===== config.mk =====
export PLATFORM = sky130hd
export DESIGN_NAME = fbph_handler
export DESIGN_NICKNAME = d
export VERILOG_FILES = /design/src/verilog/fbph_handler.v /design/src/verilog/fbph_sync.v /design/src/verilog/fbph_out_ctl.v
export VERILOG_INCLUDE_DIRS = /design/src /design/src/include
export SDC_FILE = /design/constraint.sdc
export NUM_CORES = 1
export LEC_CHECK = 0
export BUFFER_PORTS_ARGS = -buffer_cell sky130_fd_sc_hd__clkbuf_2
export CAP_MARGIN = 20
export CELL_PAD_IN_SITES_DETAIL_PLACEMENT = 1
export CELL_PAD_IN_SITES_GLOBAL_PLACEMENT = 1
export CORE_MARGIN = 3
export CORE_UTILIZATION = 45
export CTS_CLUSTER_SIZE = 14
export DETAILED_ROUTE_END_ITERATION = 6
export PLACE_DENSITY = 0.88
export REMOVE_ABC_BUFFERS = 1
export SETUP_SLACK_MARGIN = 0.5
export SKIP_CTS_REPAIR_TIMING = 1
export SLEW_MARGIN = 20
export SYNTH_ARGS = -nofsm -noshare
export SYNTH_HDL_FRONTEND = slang
export SYNTH_HIERARCHICAL = 1
export SYNTH_SLANG_ARGS = --single-unit
export TNS_END_PERCENT = 100

===== constraint.sdc =====
create_clock -name ref_clk -period 5.7 [get_ports ref_clk]
set_input_delay 0.57 -clock ref_clk [delete_from_list [all_inputs] [get_ports ref_clk]]
set_output_delay 0.57 -clock ref_clk [all_outputs]
set_load 0.05 [all_outputs]

===== src/include/fbph_consts.vh =====
// Constants of the fieldbus process word handler
`ifndef FBPH_CONSTS_VH
`define FBPH_CONSTS_VH
// Word positions in the board memory, both directions from 00h
`define FBPH_BASE_ADDR     3'h0
`define FBPH_W_CTRL        3'h0
`define FBPH_W_SPEED       3'h1
`define FBPH_W_OUTS        3'h2
`define FBPH_W_RDSEL       3'h3
`define FBPH_W_CHGNUM      3'h4
`define FBPH_W_CHGVAL      3'h5
`define FBPH_R_STATUS      3'h0
`define FBPH_R_SPEED       3'h1
`define FBPH_R_DIN         3'h2
`define FBPH_R_PARAM       3'h3
`define FBPH_R_TORQUE      3'h4
`define FBPH_R_CURRENT     3'h5
// Speed scaling
`define FBPH_SYNC_SPEED    16'h1fff
// Idle code of the change-number word (999)
`define FBPH_IDLE_CODE     16'h03e7
// Output-control word fields
`define FBPH_OSEL_LSB      8
`define FBPH_OVAL_LSB      0
`define FBPH_NOUT          5
// Logical control fields
`define FBPH_CSEL_LSB      8
`define FBPH_CVAL_LSB      0
`define FBPH_CFN           5
`define FBPH_SAVE_SEL      13
`define FBPH_SAVE_VAL      5
`define FBPH_FRST_SEL      15
`define FBPH_FRST_VAL      7
// Fault codes
`define FBPH_CODE_NONE     8'h00
`define FBPH_CODE_DISOLY   8'h18
`define FBPH_CODE_NOPAR    8'h19
`define FBPH_CODE_RANGE    8'h1a
`define FBPH_CODE_NOTPERM  8'h1b
`define FBPH_CODE_LINK     8'h1d
`define FBPH_CODE_BOARD    8'h1e
// Standard families
`define FBPH_STD_NONE      2'h0
`define FBPH_STD_PB        2'h1
`define FBPH_STD_DN        2'h2
`define FBPH_STD_EIP       2'h3
// Reset values
`define FBPH_RST_OUTS      5'h00
`define FBPH_RST_WORD      16'h0000
`endif


===== src/verilog/fbph_handler.v =====
// Fieldbus process word handler: control, speed, outputs, parameters, faults
// Functional notes
// - Speed word scale: 8191 equals synchronous speed, others proportional.
// - Speed words above 8191 accepted, but clamped to maximum reference.
// - Output word bits 8..12 select output a, b, relays a, b, c.
// - Output word bits 0..4 give the state, applied only where selected.
// - An output changes only if its source is assigned to fieldbus.
// - Parameter named by read selector returns in the fourth read word.
// - Change-number 999 is idle: no parameter write happens.
// - Scalar-to-vector change refused while a motor-model parameter is zero.
// - Disabled-only fault: change needs disabled drive, or setting conflict.
// - Nonexistent-parameter fault: unknown read/write number or protected write.
// - Out-of-range fault: content outside range, change not applied.
// - Not-permitted fault: unassigned function, unassigned output, read-only write.
// - Access faults clear on a correct action; unassigned function/output need control write.
// - Writing 999 clears faults except unassigned function/output ones.
// - Access faults only indicate; they never touch run or enable state.
// - Link interruption raises fieldbus-inactive fault and loss action.
// - Board-inactive fault: board missing, defective, or wrong standard.
// - Words laid out consecutively from address 00h, both directions.
// - Control bit executes only when its high-order select bit is 1.
// - Status low byte carries fault code; access faults are 24..27.
`timescale 1ns/1ps
`include "fbph_consts.vh"
module fbph_handler (
  input  wire        ref_clk,
  input  wire        rst,
  // Word writes from the fieldbus board
  input  wire        wr_strobe,
  input  wire [2:0]  wr_index,
  input  wire [15:0] wr_data,
  // Word reads to the fieldbus board
  input  wire [2:0]  rd_index,
  output reg  [15:0] rd_data_r,
  // Drive state feeding the read words and the change checks
  input  wire [7:0]  drive_state_hi,
  input  wire [7:0]  drive_fault_code,
  input  wire [15:0] motor_speed,
  input  wire [7:0]  digital_inputs,
  input  wire [15:0] torque_current,
  input  wire [15:0] motor_current,
  input  wire        drive_enabled,
  // Configuration
  input  wire [3:0]  fieldbus_standard_select,
  input  wire [2:0]  link_loss_behaviour,
  input  wire [4:0]  ctl_src_fieldbus,
  input  wire [4:0]  out_src_fieldbus,
  input  wire [15:0] max_speed_ref,
  input  wire [11:0] sync_speed_rpm,
  // Board and link pins
  input  wire        link_up,
  input  wire        board_present,
  input  wire        board_defective,
  input  wire [1:0]  board_standard,
  input  wire        panel_program_key,
  // Parameter store lookup for param_num_r
  output reg  [15:0] param_num_r,
  input  wire        param_exists,
  input  wire        param_protected,
  input  wire        param_read_only,
  input  wire        param_needs_disable,
  input  wire        param_conflict,
  input  wire        model_change_blocked,
  input  wire [15:0] param_min,
  input  wire [15:0] param_max,
  input  wire [15:0] param_value,
  output reg         param_wr_r,
  output reg  [15:0] param_wr_value_r,
  // Drive commands
  output reg  [4:0]  cmd_state_r,
  output reg         fault_reset_r,
  output reg         save_enable_r,
  output reg  [15:0] speed_ref_r,
  output reg  [11:0] speed_ref_rpm_r,
  output wire        digital_out_a,
  output wire        digital_out_b,
  output wire        relay_a,
  output wire        relay_b,
  output wire        relay_c,
  // Fault indications
  output wire [7:0]  fault_code,
  output reg         disabled_only_fault_r,
  output reg         nonexistent_parameter_fault_r,
  output reg         out_of_range_fault_r,
  output reg         not_permitted_fault_r,
  output reg         fieldbus_inactive_fault_r,
  output reg         board_inactive_fault_r,
  output reg         loss_action_r,
  output reg  [2:0]  loss_action_sel_r
);
  localparam CHK_IDLE = 2'h0;
  localparam CHK_READ = 2'h1;
  localparam CHK_WRT  = 2'h2;
  localparam CHK_BACK = 2'h3;

  function in_range;
    input [15:0] v;
    input [15:0] lo;
    input [15:0] hi;
    begin
      in_range = (v >= lo) && (v <= hi);
    end
  endfunction

  function [1:0] std_family;
    input [3:0] sel;
    begin
      case (sel)
        4'h1, 4'h2, 4'h3:        std_family = `FBPH_STD_PB;
        4'h4, 4'h5, 4'h6, 4'ha:  std_family = `FBPH_STD_DN;
        4'h7, 4'h8, 4'h9:        std_family = `FBPH_STD_EIP;
        default:                 std_family = `FBPH_STD_NONE;
      endcase
    end
  endfunction

  // Synchronised pins
  wire link_s;
  wire present_s;
  wire defect_s;
  wire key_s;
  wire std0_s;
  wire std1_s;

  fbph_sync u_sync_link (.ref_clk(ref_clk), .rst(rst), .d_in(link_up), .q_out(link_s));
  fbph_sync u_sync_pres (.ref_clk(ref_clk), .rst(rst), .d_in(board_present), .q_out(present_s));
  fbph_sync u_sync_def  (.ref_clk(ref_clk), .rst(rst), .d_in(board_defective), .q_out(defect_s));
  fbph_sync u_sync_key  (.ref_clk(ref_clk), .rst(rst), .d_in(panel_program_key), .q_out(key_s));
  fbph_sync u_sync_std0 (.ref_clk(ref_clk), .rst(rst), .d_in(board_standard[0]), .q_out(std0_s));
  fbph_sync u_sync_std1 (.ref_clk(ref_clk), .rst(rst), .d_in(board_standard[1]), .q_out(std1_s));

  // Write decode
  wire wr_ctrl   = wr_strobe && (wr_index == `FBPH_W_CTRL);
  wire wr_speed  = wr_strobe && (wr_index == `FBPH_W_SPEED);
  wire wr_outs   = wr_strobe && (wr_index == `FBPH_W_OUTS);
  wire wr_rdsel  = wr_strobe && (wr_index == `FBPH_W_RDSEL);
  wire wr_chgnum = wr_strobe && (wr_index == `FBPH_W_CHGNUM);
  wire wr_chgval = wr_strobe && (wr_index == `FBPH_W_CHGVAL);

  // Outputs under the output-control word
  wire [4:0] out_state;
  wire       out_unassigned;
  wire       out_accepted;

  fbph_out_ctl u_outs (
    .ref_clk      (ref_clk),
    .rst          (rst),
    .wr_en        (wr_outs),
    .wr_word      (wr_data),
    .src_fieldbus (out_src_fieldbus),
    .out_state_r  (out_state),
    .unassigned_r (out_unassigned),
    .accepted_r   (out_accepted)
  );

  assign digital_out_a = out_state[0];
  assign digital_out_b = out_state[1];
  assign relay_a       = out_state[2];
  assign relay_b       = out_state[3];
  assign relay_c       = out_state[4];

  // Logical control word
  wire [4:0] csel_w   = wr_data[`FBPH_CSEL_LSB +: `FBPH_CFN];
  wire [4:0] cval_w   = wr_data[`FBPH_CVAL_LSB +: `FBPH_CFN];
  wire       fn_bad_w = |(csel_w & ~ctl_src_fieldbus);
  reg        frst_prev_r;
  reg        fn_bad_r;
  reg        ctrl_ok_r;
  integer    k;

  always @(posedge ref_clk or posedge rst) begin
    if (rst) begin
      cmd_state_r   <= 5'h00;
      fault_reset_r <= 1'b0;
      save_enable_r <= 1'b0;
      frst_prev_r   <= 1'b0;
      fn_bad_r      <= 1'b0;
      ctrl_ok_r     <= 1'b0;
    end else begin
      fault_reset_r <= 1'b0;
      fn_bad_r      <= wr_ctrl & fn_bad_w;
      ctrl_ok_r     <= wr_ctrl & ~fn_bad_w;
      if (wr_ctrl) begin
        for (k = 0; k < `FBPH_CFN; k = k + 1) begin
          if (csel_w[k] && ctl_src_fieldbus[k]) begin
            cmd_state_r[k] <= cval_w[k];
          end
        end
        if (wr_data[`FBPH_SAVE_SEL]) begin
          save_enable_r <= ~wr_data[`FBPH_SAVE_VAL];
        end
        if (wr_data[`FBPH_FRST_SEL]) begin
          frst_prev_r   <= wr_data[`FBPH_FRST_VAL];
          fault_reset_r <= wr_data[`FBPH_FRST_VAL] & ~frst_prev_r;
        end
      end
    end
  end

  // Speed reference, clamped and converted to rpm
  wire [15:0] spd_lim_w = (wr_data > max_speed_ref) ? max_speed_ref : wr_data;
  wire [27:0] spd_prod  = spd_lim_w * sync_speed_rpm;
  wire [27:0] spd_rpm   = spd_prod / {12'h000, `FBPH_SYNC_SPEED};

  always @(posedge ref_clk or posedge rst) begin
    if (rst) begin
      speed_ref_r     <= `FBPH_RST_WORD;
      speed_ref_rpm_r <= 12'h000;
    end else if (wr_speed) begin
      speed_ref_r     <= spd_lim_w;
      speed_ref_rpm_r <= spd_rpm[11:0];
    end
  end

  // Parameter read selector and change sequence
  reg [1:0]  chk_state_r;
  reg [15:0] rd_num_r;
  reg [15:0] chg_num_r;
  reg [15:0] chg_val_r;
  reg [15:0] param_rd_val_r;
  reg        idle_wr_r;
  reg        p_nopar_r;
  reg        p_disoly_r;
  reg        p_range_r;
  reg        p_ro_r;
  reg        p_ok_r;

  wire chg_active = (chg_num_r != `FBPH_IDLE_CODE);
  wire new_num    = wr_chgnum && (wr_data != `FBPH_IDLE_CODE);
  wire new_val    = wr_chgval && chg_active;

  always @(posedge ref_clk or posedge rst) begin
    if (rst) begin
      chk_state_r      <= CHK_IDLE;
      rd_num_r         <= `FBPH_RST_WORD;
      chg_num_r        <= `FBPH_IDLE_CODE;
      chg_val_r        <= `FBPH_RST_WORD;
      param_num_r      <= `FBPH_RST_WORD;
      param_rd_val_r   <= `FBPH_RST_WORD;
      param_wr_r       <= 1'b0;
      param_wr_value_r <= `FBPH_RST_WORD;
      idle_wr_r        <= 1'b0;
      p_nopar_r        <= 1'b0;
      p_disoly_r       <= 1'b0;
      p_range_r        <= 1'b0;
      p_ro_r           <= 1'b0;
      p_ok_r           <= 1'b0;
    end else begin
      param_wr_r <= 1'b0;
      p_nopar_r  <= 1'b0;
      p_disoly_r <= 1'b0;
      p_range_r  <= 1'b0;
      p_ro_r     <= 1'b0;
      p_ok_r     <= 1'b0;
      idle_wr_r  <= wr_chgnum && (wr_data == `FBPH_IDLE_CODE);
      if (wr_chgnum) begin
        chg_num_r <= wr_data;
      end
      if (wr_chgval) begin
        chg_val_r <= wr_data;
      end
      if (wr_rdsel) begin
        rd_num_r <= wr_data;
      end
      case (chk_state_r)
        CHK_IDLE: begin
          if (new_num || new_val) begin
            param_num_r <= new_num ? wr_data : chg_num_r;
            chk_state_r <= CHK_WRT;
          end else if (wr_rdsel) begin
            param_num_r <= wr_data;
            chk_state_r <= CHK_READ;
          end else if (rd_num_r != param_num_r) begin
            param_num_r <= rd_num_r;
            chk_state_r <= CHK_BACK;
          end else begin
            param_rd_val_r <= param_value;
          end
        end
        CHK_READ: begin
          chk_state_r <= CHK_IDLE;
          if (param_exists) begin
            param_rd_val_r <= param_value;
            p_ok_r         <= 1'b1;
          end else begin
            p_nopar_r <= 1'b1;
          end
        end
        CHK_WRT: begin
          chk_state_r <= CHK_IDLE;
          if (!param_exists || param_protected) begin
            p_nopar_r <= 1'b1;
          end else if (param_read_only) begin
            p_ro_r <= 1'b1;
          end else if ((param_needs_disable && drive_enabled) || param_conflict
                       || model_change_blocked) begin
            p_disoly_r <= 1'b1;
          end else if (!in_range(chg_val_r, param_min, param_max)) begin
            p_range_r <= 1'b1;
          end else if (chg_active) begin
            param_wr_r       <= 1'b1;
            param_wr_value_r <= chg_val_r;
            p_ok_r           <= 1'b1;
          end
        end
        // Background refresh is no action from the master, so it clears no fault
        CHK_BACK: begin
          chk_state_r <= CHK_IDLE;
          if (param_exists) begin
            param_rd_val_r <= param_value;
          end else begin
            p_nopar_r <= 1'b1;
          end
        end
        default: begin
          chk_state_r <= CHK_IDLE;
        end
      endcase
    end
  end

  // Access faults: status only, no path into the command outputs
  reg  perm_sticky_r;
  wire any_set   = p_nopar_r | p_disoly_r | p_range_r | p_ro_r | fn_bad_r | out_unassigned;
  wire soft_clr  = p_ok_r | out_accepted | ctrl_ok_r | idle_wr_r;

  always @(posedge ref_clk or posedge rst) begin
    if (rst) begin
      disabled_only_fault_r         <= 1'b0;
      nonexistent_parameter_fault_r <= 1'b0;
      out_of_range_fault_r          <= 1'b0;
      not_permitted_fault_r         <= 1'b0;
      perm_sticky_r                 <= 1'b0;
    end else if (any_set) begin
      disabled_only_fault_r         <= p_disoly_r;
      nonexistent_parameter_fault_r <= p_nopar_r;
      out_of_range_fault_r          <= p_range_r;
      not_permitted_fault_r         <= p_ro_r | fn_bad_r | out_unassigned;
      perm_sticky_r                 <= fn_bad_r | out_unassigned;
    end else if (ctrl_ok_r || (soft_clr && !perm_sticky_r)) begin
      disabled_only_fault_r         <= 1'b0;
      nonexistent_parameter_fault_r <= 1'b0;
      out_of_range_fault_r          <= 1'b0;
      not_permitted_fault_r         <= 1'b0;
      perm_sticky_r                 <= 1'b0;
    end
  end

  // Link and board supervision
  reg  link_prev_r;
  reg  key_prev_r;
  reg  [1:0] sync_fill_r;
  wire bus_on     = (fieldbus_standard_select != 4'h0);
  wire link_drop  = bus_on && link_prev_r && !link_s;
  wire key_press  = key_s && !key_prev_r;
  // Board pins are judged only once the synchronisers hold real samples
  wire board_bad  = sync_fill_r[1] && bus_on && (!present_s || defect_s ||
                    (std_family(fieldbus_standard_select) != {std1_s, std0_s}));

  always @(posedge ref_clk or posedge rst) begin
    if (rst) begin
      link_prev_r               <= 1'b0;
      key_prev_r                <= 1'b0;
      sync_fill_r               <= 2'h0;
      fieldbus_inactive_fault_r <= 1'b0;
      board_inactive_fault_r    <= 1'b0;
      loss_action_r             <= 1'b0;
      loss_action_sel_r         <= 3'h0;
    end else begin
      link_prev_r <= link_s;
      key_prev_r  <= key_s;
      sync_fill_r <= {sync_fill_r[0], 1'b1};
      if (link_drop) begin
        fieldbus_inactive_fault_r <= 1'b1;
      end else if (key_press) begin
        fieldbus_inactive_fault_r <= 1'b0;
      end
      if (board_bad) begin
        board_inactive_fault_r <= 1'b1;
      end else if (key_press) begin
        board_inactive_fault_r <= 1'b0;
      end
      loss_action_r     <= fieldbus_inactive_fault_r | board_inactive_fault_r;
      loss_action_sel_r <= link_loss_behaviour;
    end
  end

  // Status low byte and read words
  assign fault_code = board_inactive_fault_r        ? `FBPH_CODE_BOARD   :
                      fieldbus_inactive_fault_r     ? `FBPH_CODE_LINK    :
                      disabled_only_fault_r         ? `FBPH_CODE_DISOLY  :
                      nonexistent_parameter_fault_r ? `FBPH_CODE_NOPAR   :
                      out_of_range_fault_r          ? `FBPH_CODE_RANGE   :
                      not_permitted_fault_r         ? `FBPH_CODE_NOTPERM :
                      drive_fault_code;

  always @(posedge ref_clk or posedge rst) begin
    if (rst) begin
      rd_data_r <= `FBPH_RST_WORD;
    end else begin
      case (rd_index)
        `FBPH_R_STATUS:  rd_data_r <= {drive_state_hi, fault_code};
        `FBPH_R_SPEED:   rd_data_r <= motor_speed;
        `FBPH_R_DIN:     rd_data_r <= {8'h00, digital_inputs};
        `FBPH_R_PARAM:   rd_data_r <= param_rd_val_r;
        `FBPH_R_TORQUE:  rd_data_r <= torque_current;
        `FBPH_R_CURRENT: rd_data_r <= motor_current;
        default:         rd_data_r <= `FBPH_RST_WORD;
      endcase
    end
  end
endmodule // fbph_handler


===== src/verilog/fbph_sync.v =====
// Two-flop synchroniser for one level from outside the clock domain
`timescale 1ns/1ps
module fbph_sync (
  input  wire ref_clk,
  input  wire rst,
  input  wire d_in,
  output reg  q_out
);
  reg meta_r;

  always @(posedge ref_clk or posedge rst) begin
    if (rst) begin
      meta_r <= 1'b0;
      q_out  <= 1'b0;
    end else begin
      meta_r <= d_in;
      q_out  <= meta_r;
    end
  end
endmodule // fbph_sync


===== src/verilog/fbph_out_ctl.v =====
// Digital and relay outputs driven by the output-control word
`timescale 1ns/1ps
`include "fbph_consts.vh"
module fbph_out_ctl (
  input  wire       ref_clk,
  input  wire       rst,
  input  wire       wr_en,
  input  wire [15:0] wr_word,
  input  wire [4:0] src_fieldbus,
  output reg  [4:0] out_state_r,
  output reg        unassigned_r,
  output reg        accepted_r
);
  wire [4:0] sel_w = wr_word[`FBPH_OSEL_LSB +: `FBPH_NOUT];
  wire [4:0] val_w = wr_word[`FBPH_OVAL_LSB +: `FBPH_NOUT];
  wire [4:0] upd_w = sel_w & src_fieldbus;

  integer i;

  always @(posedge ref_clk or posedge rst) begin
    if (rst) begin
      out_state_r  <= `FBPH_RST_OUTS;
      unassigned_r <= 1'b0;
      accepted_r   <= 1'b0;
    end else begin
      unassigned_r <= wr_en & (|(sel_w & ~src_fieldbus));
      accepted_r   <= wr_en & ~(|(sel_w & ~src_fieldbus));
      if (wr_en) begin
        for (i = 0; i < `FBPH_NOUT; i = i + 1) begin
          if (upd_w[i]) begin
            out_state_r[i] <= val_w[i];
          end
        end
      end
    end
  end
endmodule // fbph_out_ctl


==> impl_metrics.csv, run 1 <==
group,metric,value,unit
logic_synthesis,ys_warn_count,6,
timing,worstEndpointType,"sequential cell input",
logic_synthesis,avgSynthCellArea,8.507,um2
outcome,status,"stopped before the end",
logic_synthesis,synth_seq_cells,193,
logic_synthesis,synth_edf_count,0,
clocking,ctsRootBufferMaster,"clkbuf_16",
placement,placedCellCount,4204,
die,fp-row-count,81,
grt,grt.overflow.total,1192,
placement,placed_cell_area,29720,um2
timing,grt-worst-endpoint,"speed_ref_rpm_r[0]$_DFFE_PP0P_/D",
outcome,lastStage,"global routing (5_1_grt)",
die,start_util,45.95,%
die,die_w,230.5,um
placement,place_congestion,1.031,
logic_synthesis,ys.flop_type,"dfrtp_1",
logic_synthesis,synth_area,22680,um2
grt,grt_max_degree,85,
logic_synthesis,ys_top_cells_by_area,"dfrtp_1 (20%), fa_1 (12%), ha_1 (6.6%), nand2_1 (5.2%), mux2_2 (4.6%)",
logic_synthesis,synth_top_cell_by_area,"dfrtp_1",
logic_synthesis,synth-async-reset-ratio,100.0,%
placement,io_buffer_count,309,
clocking,cts.sinks,193,
placement,dpl.hpwl,94.42,mm
outcome,first-error,"[ERROR GRT-0232] Routing congestion too high. Check the congestion heatmap in the GUI.",
logic_synthesis,synth_cell_types,127,
logic_synthesis,yosysTopAreaCellShare,20.41,%
clocking,cts.htree.levels,4,
clocking,clockBufferDepth,2,
die,io_pins,310,
die,die-height,230.5,um
logic_synthesis,ys_seq_area_share,21.34,%
grt,grt_use_total,85.93,%
clocking,numCtsBuffers,17,
logic_synthesis,synthCells,2666,
cell families after synthesis:
kind of cell / synth area share, %
XOR/XNOR: 3.746
buffers and inverters: 6.372
other: 0.01653
adder cells (fa/ha/maj): 19.01
AND/OR/NAND/NOR: 22.81
AO/OA/AOI/OAI: 19.51
multiplexers: 7.189
flip-flops: 21.34
cells in the mapped netlist (17+ instances only):
cell	number
nor2b_1	38
mux2_2	92
or2_2	17
nand2b_1	29
nand3_1	71
ha_1	119
or3_1	30
and2_1	104
a21oi_1	129
inv_1	266
dfrtp_1	185
clkbuf_1	74
mux2i_1	34
nor3_1	57
buf_2	20
o211ai_1	28
xor2_1	24
nor4_1	38
o21ai_0	130
a31oi_1	32
nand2_1	313
a21o_1	44
a22oi_1	19
fa_1	140
nand4_1	33
xnor2_1	73
o21a_1	17
nor2_1	141
metrics by stage:
step / setup slack [ns] / setup TNS [ns]
CTS: -14.98 / -125.62
detailed placement: -14.64 / -124.40
global placement: -12.70 / -106.97
floorplan: -13.98 / -118.23
routing by layer:
metal,track usage (%),overflow
met1,81.88,23
met2,102.9,771
met3,71.41,20
met4,95.28,375
met5,30.61,3
==> inputs of run 2 (changes only) <==
- CELL_PAD_IN_SITES_DETAIL_PLACEMENT: 1 -> unset
- CELL_PAD_IN_SITES_GLOBAL_PLACEMENT: 1 -> unset
- CORE_UTILIZATION: 45 -> 40
- CTS_CLUSTER_SIZE: 14 -> unset
- PLACE_DENSITY: 0.88 -> unset
- PLACE_DENSITY_LB_ADDON: unset -> 0.15
- SETUP_SLACK_MARGIN: 0.5 -> unset
==> impl_metrics.csv, run 2 <==
group,metric,value,unit
worst_hold_path,hold_path.class,"in2async",
die,dieArea,59590,um2
placement,dpl.hpwl,67.38,mm
logic_synthesis,synthMostInstantiatedCell,"nand2_1",
final_layout,syn2layout_area_growth,44.15,%
die,fp-row-count,86,
die,start_util,40.77,%
logic_synthesis,yosysTopAreaCellShare,20.41,%
outcome,status,"finished, violations left",
logic_synthesis,ys_warn_count,6,
job,max_cap_viol_count,0,
logic_synthesis,ys_top_cells_by_area,"dfrtp_1 (20%), fa_1 (12%), ha_1 (6.6%), nand2_1 (5.2%), mux2_2 (4.6%)",
clocking,cts.htree.levels,4,
worst_setup_path,crit_fanout,9,
timing,clock.fmax,55.65,MHz
die,die-height,244.1,um
logic_synthesis,avgSynthCellArea,8.507,um2
grt,grt_busiest_layer,"met2",
grt,met1_usage,34.99,%
grt,grt.overflow.total,0,
worst_setup_path,end_kind,"register",
final_layout,finalNetCount,4136,
grt,grt_pass1_vias,24210,
timing,period_needed,17.97,ns
logic_synthesis,synthCells,2666,
final_layout,post_route_cells_drive_above_1_share,41.63,%
timing,drv_slew,0,
worst_setup_path,path_class,"in2reg",
timing,rsz0062_at_grt,"true",
detailed_routing,wl_per_cell,18.82,um
grt,grt_use_total,27.05,%
final_layout,layout_common_cells,"buf_4 (765), nand2_1 (311), clkbuf_2 (309), inv_1 (262), dfrtp_1 (185)",
worst_setup_path,crit_top_cell,"buf_4",
final_layout,final_common_cell,"buf_4",
logic_synthesis,ys_seq_area_share,21.34,%
die,die_w,244.1,um
logic_synthesis,synth_seq_cells,193,
grt,grt_max_degree,125,
clocking,cts.sinks,193,
worst_setup_path,worstSetupStartpointType,"input port",
logic_synthesis,synth_area,22680,um2
timing,setup_violations,12,
die,core_region_area,55630,um2
placement,io_buffer_count,309,
grt,antenna_found_initial,3,
detailed_routing,drc,0,
logic_synthesis,synth_edf_count,0,
clocking,cts_tree,"yes",
worst_setup_path,worstPathRequired,6.06,ns
clocking,clockBufferDepth,2,
worst_setup_path,max_stage_delay,0.60,ns
grt,grt_pass1_wl,130.4,mm
detailed_routing,vias,24170,
logic_synthesis,synth_common_cells,"nand2_1 (313), inv_1 (266), dfrtp_1 (185)",
worst_setup_path,crit_family,"compound AO/OA/AOI/OAI gates",
logic_synthesis,synth_top_cell_by_area,"dfrtp_1",
worst_setup_path,cp.buffers_inverters,25,
detailed_routing,post_drt_via_cell_ratio,5.449,
final_layout,n_antenna_cell,0,
logic_synthesis,synth_cell_types,127,
clocking,clk_latency,0.48,ns
detailed_routing,drt_iter0_drc,1350,
timing,hold_violations,0,
clocking,clk_pin_slew,0.08,ns
clocking,ctsRootBufferMaster,"clkbuf_16",
timing,setup_ws,-12.27,ns
worst_setup_path,crit_arrival,18.33,ns
detailed_routing,dr.pass1.iters,6,
detailed_routing,routed_wl,83.46,mm
logic_synthesis,synth-async-reset-ratio,100.0,%
grt,use_met2,48.06,%
timing,tightest_slew,0.9613,ns
final_layout,fin_cells,4435,
outcome,violations,"setup timing",
timing,slew_headroom,35.78,%
grt,met3_usage,3.421,%
placement,placedCellCount,4343,
worst_setup_path,slowest_stage,"or4_4",
clocking,numCtsBuffers,17,
placement,place_congestion,0.9340,
detailed_routing,postRouteAntennaNets,0,
timing,min_period_over_period,315.2,%
logic_synthesis,ys.flop_type,"dfrtp_1",
timing,fin_skew,0.02487,ns
die,io_pins,310,
[run 2: cell counts after synthesis]
No cell type changed its count.
[run 2: stage by stage]
step | hold slack, ns | setup TNS, ns | worst slack, ns | area (um2) | utilization (%)
after CTS | 0.04825 | -107.58 | -12.91 | 30860 | 55.48
after global routing | 0.07241 | -108.57 | -12.93 | 32690 | 58.76
after global placement | 0.3347 | -111.13 | -13.04 | 30280 | 54.43
final | 0.08027 | -102.05 | -12.27 | 32690 | 58.76
after detailed placement | 0.3371 | -113.08 | -13.27 | 30280 | 54.43
after floorplan | 0.3112 | -118.23 | -13.98 | 22230 | -
[run 2: cells by family (layout without fill, tap and decap cells)]
family                   after synthesis  count (layout)  synth area share (%)
adder cells (fa/ha/maj)              261             261                 19.01
buffers and inverters                372            1393                 6.372
XOR/XNOR                              97              97                 3.746
AND/OR/NAND/NOR                      976             976                 22.81
flip-flops                           193             193                 21.34
multiplexers                         140             140                 7.189
AO/OA/AOI/OAI                        626             626                 19.51
other                                  1               1               0.01653
[run 2: path summary, 6_finish.rpt]
kind,start,end,slack [ns],cells after the start
worst min register to register,u_sync_link/meta_r$_DFF_PP0_,u_sync_link/q_out$_DFF_PP0_,0.35,0
max in group asynchronous,rst,speed_ref_r[7]$_DFFE_PP0P_,4.01,3
worst min-delay path,rst,u_sync_def/meta_r$_DFF_PP0_,0.08,2
min in group ref_clk,link_loss_behaviour[2],loss_action_sel_r[2]$_DFF_PP0_,0.19,1
worst max-delay path,max_speed_ref[5],speed_ref_rpm_r[0]$_DFFE_PP0P_,-12.27,81
worst max register to register,chg_val_r[0]$_DFFE_PP0P_,param_wr_value_r[10]$_DFFE_PP0P_,1.33,25
[run 2: worst reg2reg max path, cell delays in order, from the launching register on]
cell      delay, ns
dfrtp_1        0.41
inv_1          0.09
ha_1           0.26
nand2b_1       0.14
a21o_1         0.17
a21o_1         0.18
a21oi_1        0.22
nor2b_1        0.07
o21ai_0        0.17
nand2b_1       0.07
a21oi_1        0.17
nor2b_1        0.07
o21ai_0        0.15
nand2b_1       0.07
a21oi_1        0.14
nor2b_1        0.05
o21ai_0        0.15
nand2b_1       0.08
a21oi_1        0.15
nor2b_1        0.06
o21ai_0        0.15
nand2b_1       0.07
a21oi_1        0.43
nor4b_2        0.15
buf_4          0.27
mux2_2         0.32
[run 2: cell type report]
| type | instances | area, um2 |
|---|---|---|
| Clock buffer | 19 | 442.9 |
| Sequential cell | 193 | 4840 |
| Inverter | 266 | 1006 |
| Tap cell | 748 | 935.9 |
| Timing Repair Buffer | 1095 | 7610 |
| Clock inverter | 13 | 142.6 |
| Fill cell | 5053 | 22940 |
| Multi-Input combinational cell | 2101 | 17710 |
[run 2: routing by layer]
| layer | wire, um | vias to the layer above |
|---|---|---|
| li1 | - | 11480 |
| met1 | 36140 | 11880 |
| met2 | 41850 | 665 |
| met3 | 3584 | 139 |
| met4 | 1857 | 2 |
| met5 | 18 | - |
Power of run 2 is not shown: default switching activity piles up to over one toggle a cycle in this logic, so the estimate is an artifact.
